===== config.mk =====
export PLATFORM = sky130hd
export DESIGN_NAME = bnp_io_port
export DESIGN_NICKNAME = d
export VERILOG_FILES = /design/src/hw/bnp_pkg.sv /design/src/hw/bnp_sync.sv /design/src/hw/bnp_io_port.sv
export SDC_FILE = /design/constraint.sdc
export NUM_CORES = 1
export LEC_CHECK = 0
export ABC_AREA = 1
export BUFFER_PORTS_ARGS = -buffer_cell sky130_fd_sc_hd__clkbuf_2
export CORE_MARGIN = 2
export CORE_UTILIZATION = 35
export CTS_BUF_LIST = sky130_fd_sc_hd__clkbuf_2
export DETAILED_ROUTE_END_ITERATION = 16
export PLACE_DENSITY = 0.73
export SLEW_MARGIN = 40
export SYNTH_ARGS = -nofsm -noshare
export SYNTH_HDL_FRONTEND = slang
export SYNTH_SLANG_ARGS = --single-unit
export TNS_END_PERCENT = 20

===== constraint.sdc =====
create_clock -name CORE_CLK -period 1.6 [get_ports CORE_CLK]
set_clock_uncertainty 0.1 [all_clocks]
set_input_delay 0.16 -clock CORE_CLK [delete_from_list [all_inputs] [get_ports CORE_CLK]]
set_output_delay 0.16 -clock CORE_CLK [all_outputs]
set_load 0.05 [all_outputs]

===== src/hw/bnp_pkg.sv =====
package bnp_pkg;

	localparam int NUM_GROUPS = 2;
	localparam int GROUP_W    = 4;
	localparam int PIN_W      = 8;
	localparam int ADDR_W     = 12;
	localparam int DATA_W     = 32;
	localparam int IDX_W      = 10;

	// register indices; byte address is four times the index
	localparam logic [IDX_W-1:0] IDX_LOW_DATA  = 10'h2ED;
	localparam logic [IDX_W-1:0] IDX_LOW_DIR   = 10'h2EE;
	localparam logic [IDX_W-1:0] IDX_HIGH_DATA = 10'h2FD;
	localparam logic [IDX_W-1:0] IDX_HIGH_DIR  = 10'h2FE;

	localparam int          DIR_BIT     = 0;
	localparam logic        DIR_RESET   = 1'h0;
	localparam logic [3:0]  LATCH_RESET = 4'h0;

	// pull-down window in half cycles of the core clock, rounded up to cycles
	localparam int          PD_HALF_CYCLES = 3;
	localparam int          PD_CYCLES      = (PD_HALF_CYCLES + 1) / 2;
	localparam int          SYNC_STAGES    = 2;
	localparam logic [1:0]  PD_LAST        = 2'(PD_CYCLES - 1);
	localparam logic [1:0]  SYNC_LAST      = 2'(SYNC_STAGES - 1);

	localparam logic [1:0]  RESP_OKAY   = 2'h0;
	localparam logic [1:0]  RESP_DECERR = 2'h3;

	typedef struct packed {
		logic       hit;
		logic       is_dir;
		logic       grp;
	} bnp_decode_s;

	typedef struct packed {
		logic       dir;
		logic [3:0] latch;
	} bnp_group_s;

	typedef enum {RD_IDLE, RD_PULL, RD_SETTLE, RD_RESP} bnp_rd_e;

	function automatic bnp_decode_s bnp_decode(input logic [ADDR_W-1:0] addr);
		bnp_decode_s d;
		logic [IDX_W-1:0] idx;
		idx      = addr[ADDR_W-1:2];
		d.hit    = (addr[1:0] == 2'h0) && (idx == IDX_LOW_DATA || idx == IDX_LOW_DIR
			|| idx == IDX_HIGH_DATA || idx == IDX_HIGH_DIR);
		d.is_dir = (idx == IDX_LOW_DIR) || (idx == IDX_HIGH_DIR);
		d.grp    = (idx == IDX_HIGH_DATA) || (idx == IDX_HIGH_DIR);
		return d;
	endfunction : bnp_decode

endpackage : bnp_pkg


===== src/hw/bnp_sync.sv =====
`timescale 1ns/10ps
module bnp_sync
	import bnp_pkg::*;
(
	input  wire logic             clk,   // core clock
	input  wire logic             rst,   // synchronous reset
	input  wire logic [PIN_W-1:0] d,     // asynchronous pin levels
	output logic      [PIN_W-1:0] q      // synchronised levels
);

	logic [PIN_W-1:0] meta_reg;
	logic [PIN_W-1:0] sync_reg;

	// first stage feeds only the second
	always_ff @(posedge clk) begin
		if (rst) begin
			meta_reg <= '0;
			sync_reg <= '0;
		end else begin
			meta_reg <= d;
			sync_reg <= meta_reg;
		end
	end

	assign q = sync_reg;

endmodule : bnp_sync


===== src/hw/bnp_io_port.sv =====
// The AXI4-Lite slave port was left to the implementer.
`timescale 1ns/10ps
module bnp_io_port
	import bnp_pkg::*;
(
	input  wire logic              CORE_CLK,   // 40 MHz core clock
	input  wire logic              RESET,      // synchronous, active high
	input  wire logic [ADDR_W-1:0] AWADDR,     // write address
	input  wire logic              AWVALID,    // write address valid
	output logic                   AWREADY,    // write address ready
	input  wire logic [DATA_W-1:0] WDATA,      // write data
	input  wire logic [3:0]        WSTRB,      // write byte strobes
	input  wire logic              WVALID,     // write data valid
	output logic                   WREADY,     // write data ready
	output logic [1:0]             BRESP,      // write response
	output logic                   BVALID,     // write response valid
	input  wire logic              BREADY,     // write response ready
	input  wire logic [ADDR_W-1:0] ARADDR,     // read address
	input  wire logic              ARVALID,    // read address valid
	output logic                   ARREADY,    // read address ready
	output logic [DATA_W-1:0]      RDATA,      // read data
	output logic [1:0]             RRESP,      // read response
	output logic                   RVALID,     // read data valid
	input  wire logic              RREADY,     // read data ready
	input  wire logic [PIN_W-1:0]  PIN_IN,     // pin levels from the pads
	output logic      [PIN_W-1:0]  PIN_OUT,    // pin drive values
	output logic      [PIN_W-1:0]  PIN_OE,     // pin drive enables
	output logic [NUM_GROUPS-1:0]  PULL_DOWN   // pull-down enable per group
);

	bnp_group_s        group_reg [NUM_GROUPS];
	bnp_group_s        group_next [NUM_GROUPS];

	logic              awready_reg;
	logic              wready_reg;
	logic              aw_held_reg;
	logic              w_held_reg;
	logic [ADDR_W-1:0] awaddr_reg;
	logic [3:0]        wdata_reg;
	logic              wstrb_reg;
	logic              bvalid_reg;
	logic [1:0]        bresp_reg;

	logic              arready_reg;
	logic              rvalid_reg;
	logic [DATA_W-1:0] rdata_reg;
	logic [DATA_W-1:0] rdata_next;
	logic [1:0]        rresp_reg;
	logic [1:0]        rresp_next;
	bnp_rd_e           rd_state_reg;
	bnp_rd_e           rd_state_next;
	logic [1:0]        cnt_reg;
	logic [1:0]        cnt_next;
	logic              rd_grp_reg;
	logic [NUM_GROUPS-1:0] pull_reg;
	logic [NUM_GROUPS-1:0] pull_next;

	logic [PIN_W-1:0]  pins_sync;

	// register value in the low bits of a bus word; unused bits read 0
	function automatic logic [DATA_W-1:0] bnp_word_of(input logic [GROUP_W-1:0] v);
		return {{(DATA_W-GROUP_W){1'h0}}, v};
	endfunction : bnp_word_of

	// pin synchroniser: pads change at any time,
	// so only the second flop's output is read;
	// its two cycles of lag are covered by the settle state

	bnp_sync u_sync (
		.clk (CORE_CLK),
		.rst (RESET),
		.d   (PIN_IN),
		.q   (pins_sync)
	);

	// write channel: address and data in either order;
	// one write outstanding, readies drop until the
	// response is taken, so no payload is overwritten

	wire aw_hs = AWVALID && awready_reg;
	wire w_hs  = WVALID && wready_reg;

	// both halves present and no response pending
	wire         wr_go        = aw_held_reg && w_held_reg && !bvalid_reg;
	bnp_decode_s wr_dec;
	assign       wr_dec       = bnp_decode(awaddr_reg);

	wire aw_held_next = aw_held_reg ? !wr_go : aw_hs;
	wire w_held_next  = w_held_reg ? !wr_go : w_hs;
	wire bvalid_next  = bvalid_reg ? !BREADY : wr_go;

	// one write at a time: ready returns after the response is taken
	wire awready_next = !aw_held_next && !bvalid_next && !wr_go;
	wire wready_next  = !w_held_next && !bvalid_next && !wr_go;

	wire [1:0] wr_resp    = wr_dec.hit ? RESP_OKAY : RESP_DECERR;
	wire [1:0] bresp_next = wr_go ? wr_resp : bresp_reg;

	always_ff @(posedge CORE_CLK) begin
		if (RESET) begin
			awready_reg <= 1'h0;
			wready_reg  <= 1'h0;
			aw_held_reg <= 1'h0;
			w_held_reg  <= 1'h0;
		end else begin
			awready_reg <= awready_next;
			wready_reg  <= wready_next;
			aw_held_reg <= aw_held_next;
			w_held_reg  <= w_held_next;
		end
	end

	always_ff @(posedge CORE_CLK) begin
		if (RESET) begin
			bvalid_reg <= 1'h0;
			bresp_reg  <= RESP_OKAY;
		end else begin
			bvalid_reg <= bvalid_next;
			bresp_reg  <= bresp_next;
		end
	end

	// payload holders need no reset; qualified by the held flags
	always_ff @(posedge CORE_CLK) begin
		if (aw_hs) begin
			awaddr_reg <= AWADDR;
		end
		if (w_hs) begin
			wdata_reg <= WDATA[GROUP_W-1:0];
			wstrb_reg <= WSTRB[0];
		end
	end

	// port groups: latch written in either mode,
	// so software can preload data before turning
	// the group around, with no stale level on the pins

	genvar g;
	generate
		for (g = 0; g < NUM_GROUPS; g++) begin : gen_group
			wire hit_grp  = wr_go && wr_dec.hit && (wr_dec.grp == 1'(g));
			// direction bit 0 of the group's control word
			wire sel_dir  = hit_grp && wr_dec.is_dir;
			wire sel_data = hit_grp && !wr_dec.is_dir;
			// lane 0 carries both fields; other lanes ignored
			wire dir_we   = sel_dir && wstrb_reg;
			wire data_we  = sel_data && wstrb_reg;

			// direction holds the last value written
			assign group_next[g].dir = dir_we ? wdata_reg[DIR_BIT] : group_reg[g].dir;
			assign group_next[g].latch = data_we ? wdata_reg : group_reg[g].latch;

			always_ff @(posedge CORE_CLK) begin
				if (RESET) begin
					group_reg[g].dir   <= DIR_RESET;
					group_reg[g].latch <= LATCH_RESET;
				end else begin
					group_reg[g] <= group_next[g];
				end
			end

			// released pins when direction is 0
			// drive latch when direction is 1
			assign PIN_OE[g*GROUP_W +: GROUP_W]  = {GROUP_W{group_reg[g].dir}};
			// four pins share one direction bit
			assign PIN_OUT[g*GROUP_W +: GROUP_W] = group_reg[g].latch;
		end
	endgenerate

	// read channel: data reads run the pull-down window,
	// then wait out the synchroniser before sampling;
	// control and unmapped reads answer at once

	wire         ar_hs = ARVALID && arready_reg;
	bnp_decode_s rd_dec;
	assign       rd_dec = bnp_decode(ARADDR);

	wire         rd_grp_next = ar_hs ? rd_dec.grp : rd_grp_reg;
	wire         ar_dir_val  = group_reg[rd_dec.grp].dir;
	// direction read back; unmapped reads return 0
	wire [GROUP_W-1:0] dir_field = {{(GROUP_W-1){1'h0}}, ar_dir_val};
	wire [DATA_W-1:0]  dir_word  = rd_dec.hit ? bnp_word_of(dir_field) : '0;
	wire [1:0]         ar_resp   = rd_dec.hit ? RESP_OKAY : RESP_DECERR;
	wire [GROUP_W-1:0] pin_group = pins_sync[rd_grp_reg*GROUP_W +: GROUP_W];
	wire [DATA_W-1:0]  pin_word  = bnp_word_of(pin_group);

	always_comb begin
		rd_state_next = rd_state_reg;
		cnt_next      = cnt_reg;
		rdata_next    = rdata_reg;
		rresp_next    = rresp_reg;
		case (rd_state_reg)
			RD_IDLE: begin
				if (ar_hs) begin
					cnt_next = 2'h0;
					if (rd_dec.hit && !rd_dec.is_dir) begin
						rd_state_next = RD_PULL;
					end else begin
						rd_state_next = RD_RESP;
						rdata_next    = dir_word;
						rresp_next    = ar_resp;
					end
				end
			end
			RD_PULL: begin
				if (cnt_reg == PD_LAST) begin
					cnt_next      = 2'h0;
					rd_state_next = RD_SETTLE;
				end else begin
					cnt_next = cnt_reg + 2'h1;
				end
			end
			RD_SETTLE: begin
				// wait out synchroniser latency, then sample
				if (cnt_reg == SYNC_LAST) begin
					rd_state_next = RD_RESP;
					rdata_next    = pin_word;
					rresp_next    = RESP_OKAY;
				end else begin
					cnt_next = cnt_reg + 2'h1;
				end
			end
			RD_RESP: begin
				if (RREADY) begin
					rd_state_next = RD_IDLE;
				end
			end
			default: begin
				rd_state_next = RD_IDLE;
			end
		endcase
	end

	wire arready_next = (rd_state_next == RD_IDLE);
	wire rvalid_next  = (rd_state_next == RD_RESP);

	// pull-down only on the group being read
	always_comb begin
		for (int i = 0; i < NUM_GROUPS; i++) begin
			pull_next[i] = (rd_state_next == RD_PULL) && (rd_grp_next == 1'(i));
		end
	end

	always_ff @(posedge CORE_CLK) begin
		if (RESET) begin
			rd_state_reg <= RD_IDLE;
			cnt_reg      <= 2'h0;
			rd_grp_reg   <= 1'h0;
		end else begin
			rd_state_reg <= rd_state_next;
			cnt_reg      <= cnt_next;
			rd_grp_reg   <= rd_grp_next;
		end
	end

	always_ff @(posedge CORE_CLK) begin
		if (RESET) begin
			arready_reg <= 1'h0;
			rvalid_reg  <= 1'h0;
		end else begin
			arready_reg <= arready_next;
			rvalid_reg  <= rvalid_next;
		end
	end

	always_ff @(posedge CORE_CLK) begin
		if (RESET) begin
			rdata_reg <= '0;
			rresp_reg <= RESP_OKAY;
		end else begin
			rdata_reg <= rdata_next;
			rresp_reg <= rresp_next;
		end
	end

	always_ff @(posedge CORE_CLK) begin
		if (RESET) begin
			pull_reg <= '0;
		end else begin
			pull_reg <= pull_next;
		end
	end

	// outputs: every port below comes straight
	// from a register, with no logic after the flops

	assign AWREADY   = awready_reg;
	assign WREADY    = wready_reg;
	assign BVALID    = bvalid_reg;
	assign BRESP     = bresp_reg;
	assign ARREADY   = arready_reg;
	assign RVALID    = rvalid_reg;
	assign RDATA     = rdata_reg;
	assign RRESP     = rresp_reg;
	assign PULL_DOWN = pull_reg;

endmodule : bnp_io_port


==> results.json <==
{
  "setup.worst_path.end": "RDATA[3]",
  "cell_with_the_most_instances_after_synthesis": "dfxtp_1",
  "yosysWarningCount": 0,
  "asyncSetResetFlopFracSynth": 0,
  "synth_sequential_area_ratio": 0.542,
  "rr_endpoint": "RDATA[3]",
  "total_of_max_cap_violations": 0,
  "grt_overflow": 0,
  "cp-startpoint": "rd_state_reg[27]",
  "flip_flop_count_of_the_largest_register_all_copies_and_words_added": 32,
  "fin_nets": 651,
  "worst_path_max_delay_cell": "dfxtp_2",
  "wirelength_um": 7150,
  "layoutNonFillerInstCount": 715,
  "grt_pass1_vias": 2737,
  "hpwl_um": 4950,
  "tritoncts.num_buffers": 9,
  "result_of_the_run": "finished, violations left",
  "number_of_placed_instances_with_taps_included": 656,
  "final.setup.worst_slack_ns": -0.00891,
  "place_congestion": 0.829,
  "floorplan.rows": 37,
  "die_height_um": 108,
  "vdd_ir_drop_max_uv": 532,
  "synthDominantAreaCellType": "dfxtp_1",
  "vias": 2858,
  "netlist_area_um2": 3750,
  "number_of_flops_mapped_to_enable_cells_by_yosys": 17,
  "reg2regPathDepth": 11,
  "grt_setup_unrepaired": "true",
  "numClockSinks": 93,
  "timing.rr.start": "rd_state_reg[27]",
  "drt_iter0_markers": 132,
  "pwr_density_cell_nw_per_um2": 834,
  "holdPathStages": 6,
  "final_min_period_over_clock_period": 1.01,
  "fp.dieW_um": 108,
  "critical_path.top_delay_family": "simple AND/OR/NAND/NOR gates",
  "p_leak_nw": 2.35,
  "drt-pass1-iter-count": 4,
  "clock_tree.htree_level_count": 3,
  "finalSetupViolations": 5,
  "crit_path_end_kind": "flip-flop",
  "slowest_delay_ns": 0.36,
  "tritoncts": "built",
  "wire_per_inst_um": 10.0,
  "synth_area_per_cell_um2": 8.78,
  "critPathMostFrequentCell": "nand2_2",
  "floorplan.die_area_um2": 11600,
  "worst_setup_path_start_kind": "flip-flop",
  "post_route_drc_violation_count": 0,
  "hold_viol_final": 0,
  "syn2layout_area_growth_pct": 29.9,
  "netlist-cell-type-count": 34,
  "pre_cts_setup_slack_ns": -0.0316,
  "cp_cell_sequence": "nor2_1 -> nand2_1 -> nor2_4 -> nand2_4 -> nor2_4 -> nand2_2 -> nand3_4 -> inv_4 -> nand2_2 -> nand2_2 -> nor2_2",
  "portBuffers": 74,
  "timing_worst_setup_path_type": "reg2reg",
  "worstPathBufferInverterCount": 1,
  "grt_first_pass_wirelength_um": 11700,
  "floorplan.initialDensity": 0.362,
  "failed_checks": "negative setup slack",
  "clock.fmax_mhz": 622,
  "clock-root-buffer": "clkbuf_2",
  "syn-instance-count": 427,
  "postRouteAntennaNets": 0,
  "yosys-top-cells-area": "dfxtp_1, edfxtp_1, nor2_1",
  "clkTransAtPathRegs_ns": 0.24,
  "grt_use_total": 0.132,
  "hp-class": "in2reg",
  "required_ns": 1.98,
  "period_minus_slack_ns": 1.61,
  "number_of_ports_placed_on_the_die_boundary": 134,
  "detail_route.vias_per_cell": 4.00,
  "worst-r2r-setup-slack_ns": -0.009,
  "postSynthRegisterBits": 93,
  "utilization": 0.470,
  "floorplan.core_area_um2": 10400,
  "synth_top_flop_cell": "dfxtp_1",
  "grt_max_degree": 30,
  "clk-insertion-delay-late_ns": 0.55,
  "synth_common_cells": "dfxtp_1, nor2_1, nand2_1, inv_1, buf_4",
  "post_route_cells_drive_above_1_share": 0.266,
  "final_max_slew_viol_count": 0,
  "critical_path_arrival_ns": 1.98,
  "crit_fanout": 7,
  "postCtsSetupRepairBufs": 0,
  "antenna_found_initial": 1,
  "cp_num_cells": 11,
  "cts_buffer_depth": 2,
  "synth.top_cell.area_share": 0.406
}
## worst reg2reg max path: stages, from the launching register on
cell and delay [ns]:
dfxtp_2 0.36, nor2_1 0.08, nand2_1 0.09, nor2_4 0.16, nand2_4 0.12, nor2_4 0.15, nand2_2 0.08, nand3_4 0.13
inv_4 0.06, nand2_2 0.06, nand2_2 0.04, nor2_2 0.11
## through the flow
| step | total power, mW | TNS [ns] | hold slack [ns] | cell area [um2] |
|---|---|---|---|---|
| after detailed placement | 2.93 | -0.0582 | 0.239 | 4230 |
| after CTS | 4.09 | -0.00523 | 0.0481 | 4800 |
| after floorplan | 2.89 | 0 | 0.159 | 3970 |
| final | 4.06 | -0.0234 | 0.0812 | 4870 |
| after global routing | 4.25 | -1.86 | 0.0783 | 4870 |
| after global placement | 2.92 | 0 | 0.237 | 4230 |
## placed cells by master (no fill, tap or decap), drive strengths merged
master	instances
mux2i	1
diode	1
nand4	1
ha	2
nand2	79
inv	69
a31oi	1
clkinv	2
edfxtp	17
nor3	9
a211oi	7
clkbuf	85
xor2	1
bufinv	1
nand3	16
mux2	3
a21oi	6
o21ai	10
dfxtp	76
buf	3
nor2	87
clkinvlp	1
dlygate4sd3	43
conb	58
## final cells by class
type / count / area (um2)
sequential: 93 / 2040
multi-input combinational: 281 / 1440
antenna: 1 / 2.50
clock buffer: 11 / 55.1
tap: 136 / 170
fill: 981 / 5500
clock inverter: 4 / 50.0
timing repair buffer: 120 / 843
inverter: 69 / 264
## cells by family (layout without fill, tap and decap cells)
logic type | Yosys count | after routing | share of synthesized area
flip-flops | 93 | 93 | 0.542
XOR/XNOR | 1 | 1 | 0.00234
AO/OA/AOI/OAI | 24 | 24 | 0.0444
multiplexers | 4 | 4 | 0.0117
adder cells (fa/ha/maj) | 2 | 2 | 0.00667
buffers and inverters | 110 | 204 | 0.149
AND/OR/NAND/NOR | 192 | 192 | 0.243
other | 1 | 59 | 0.00100
## where the power goes
part / total, mW / internal [mW] / switching [mW]
Clock: 1.09 / 0.366 / 0.721
Sequential: 2.52 / 2.49 / 0.0343
Combinational: 0.455 / 0.149 / 0.306
## worst min-delay path by stage
stage	start	endpoint	slack (ns)
floorplan	AWADDR[0]	awaddr_reg[0]	0.16
global placement	AWADDR[11]	awaddr_reg[11]	0.24
detailed placement	AWADDR[11]	awaddr_reg[11]	0.24
CTS	ARADDR[3]	PULL_DOWN[0]	0.05
global route	ARADDR[3]	ARREADY	0.08
finish	ARADDR[3]	RRESP[0]	0.08
## routing by layer
metal  vias to the layer above  GRT usage  share of wire
li1                       1503          -              -
met1                      1271      0.136           0.40
met2                        73      0.252           0.54
met3                        11     0.0248          0.035
met4                         0     0.0668          0.023
met5                         -          0              0
## repair_timing
item	4_1_cts	5_1_grt
gates resized for setup	14	24
endpoints found under the setup margin	19	26
hold endpoints to repair	64	0
hold buffers	43	0
pin swaps	2	11
Note: power is estimated with default switching activity, not from simulation.
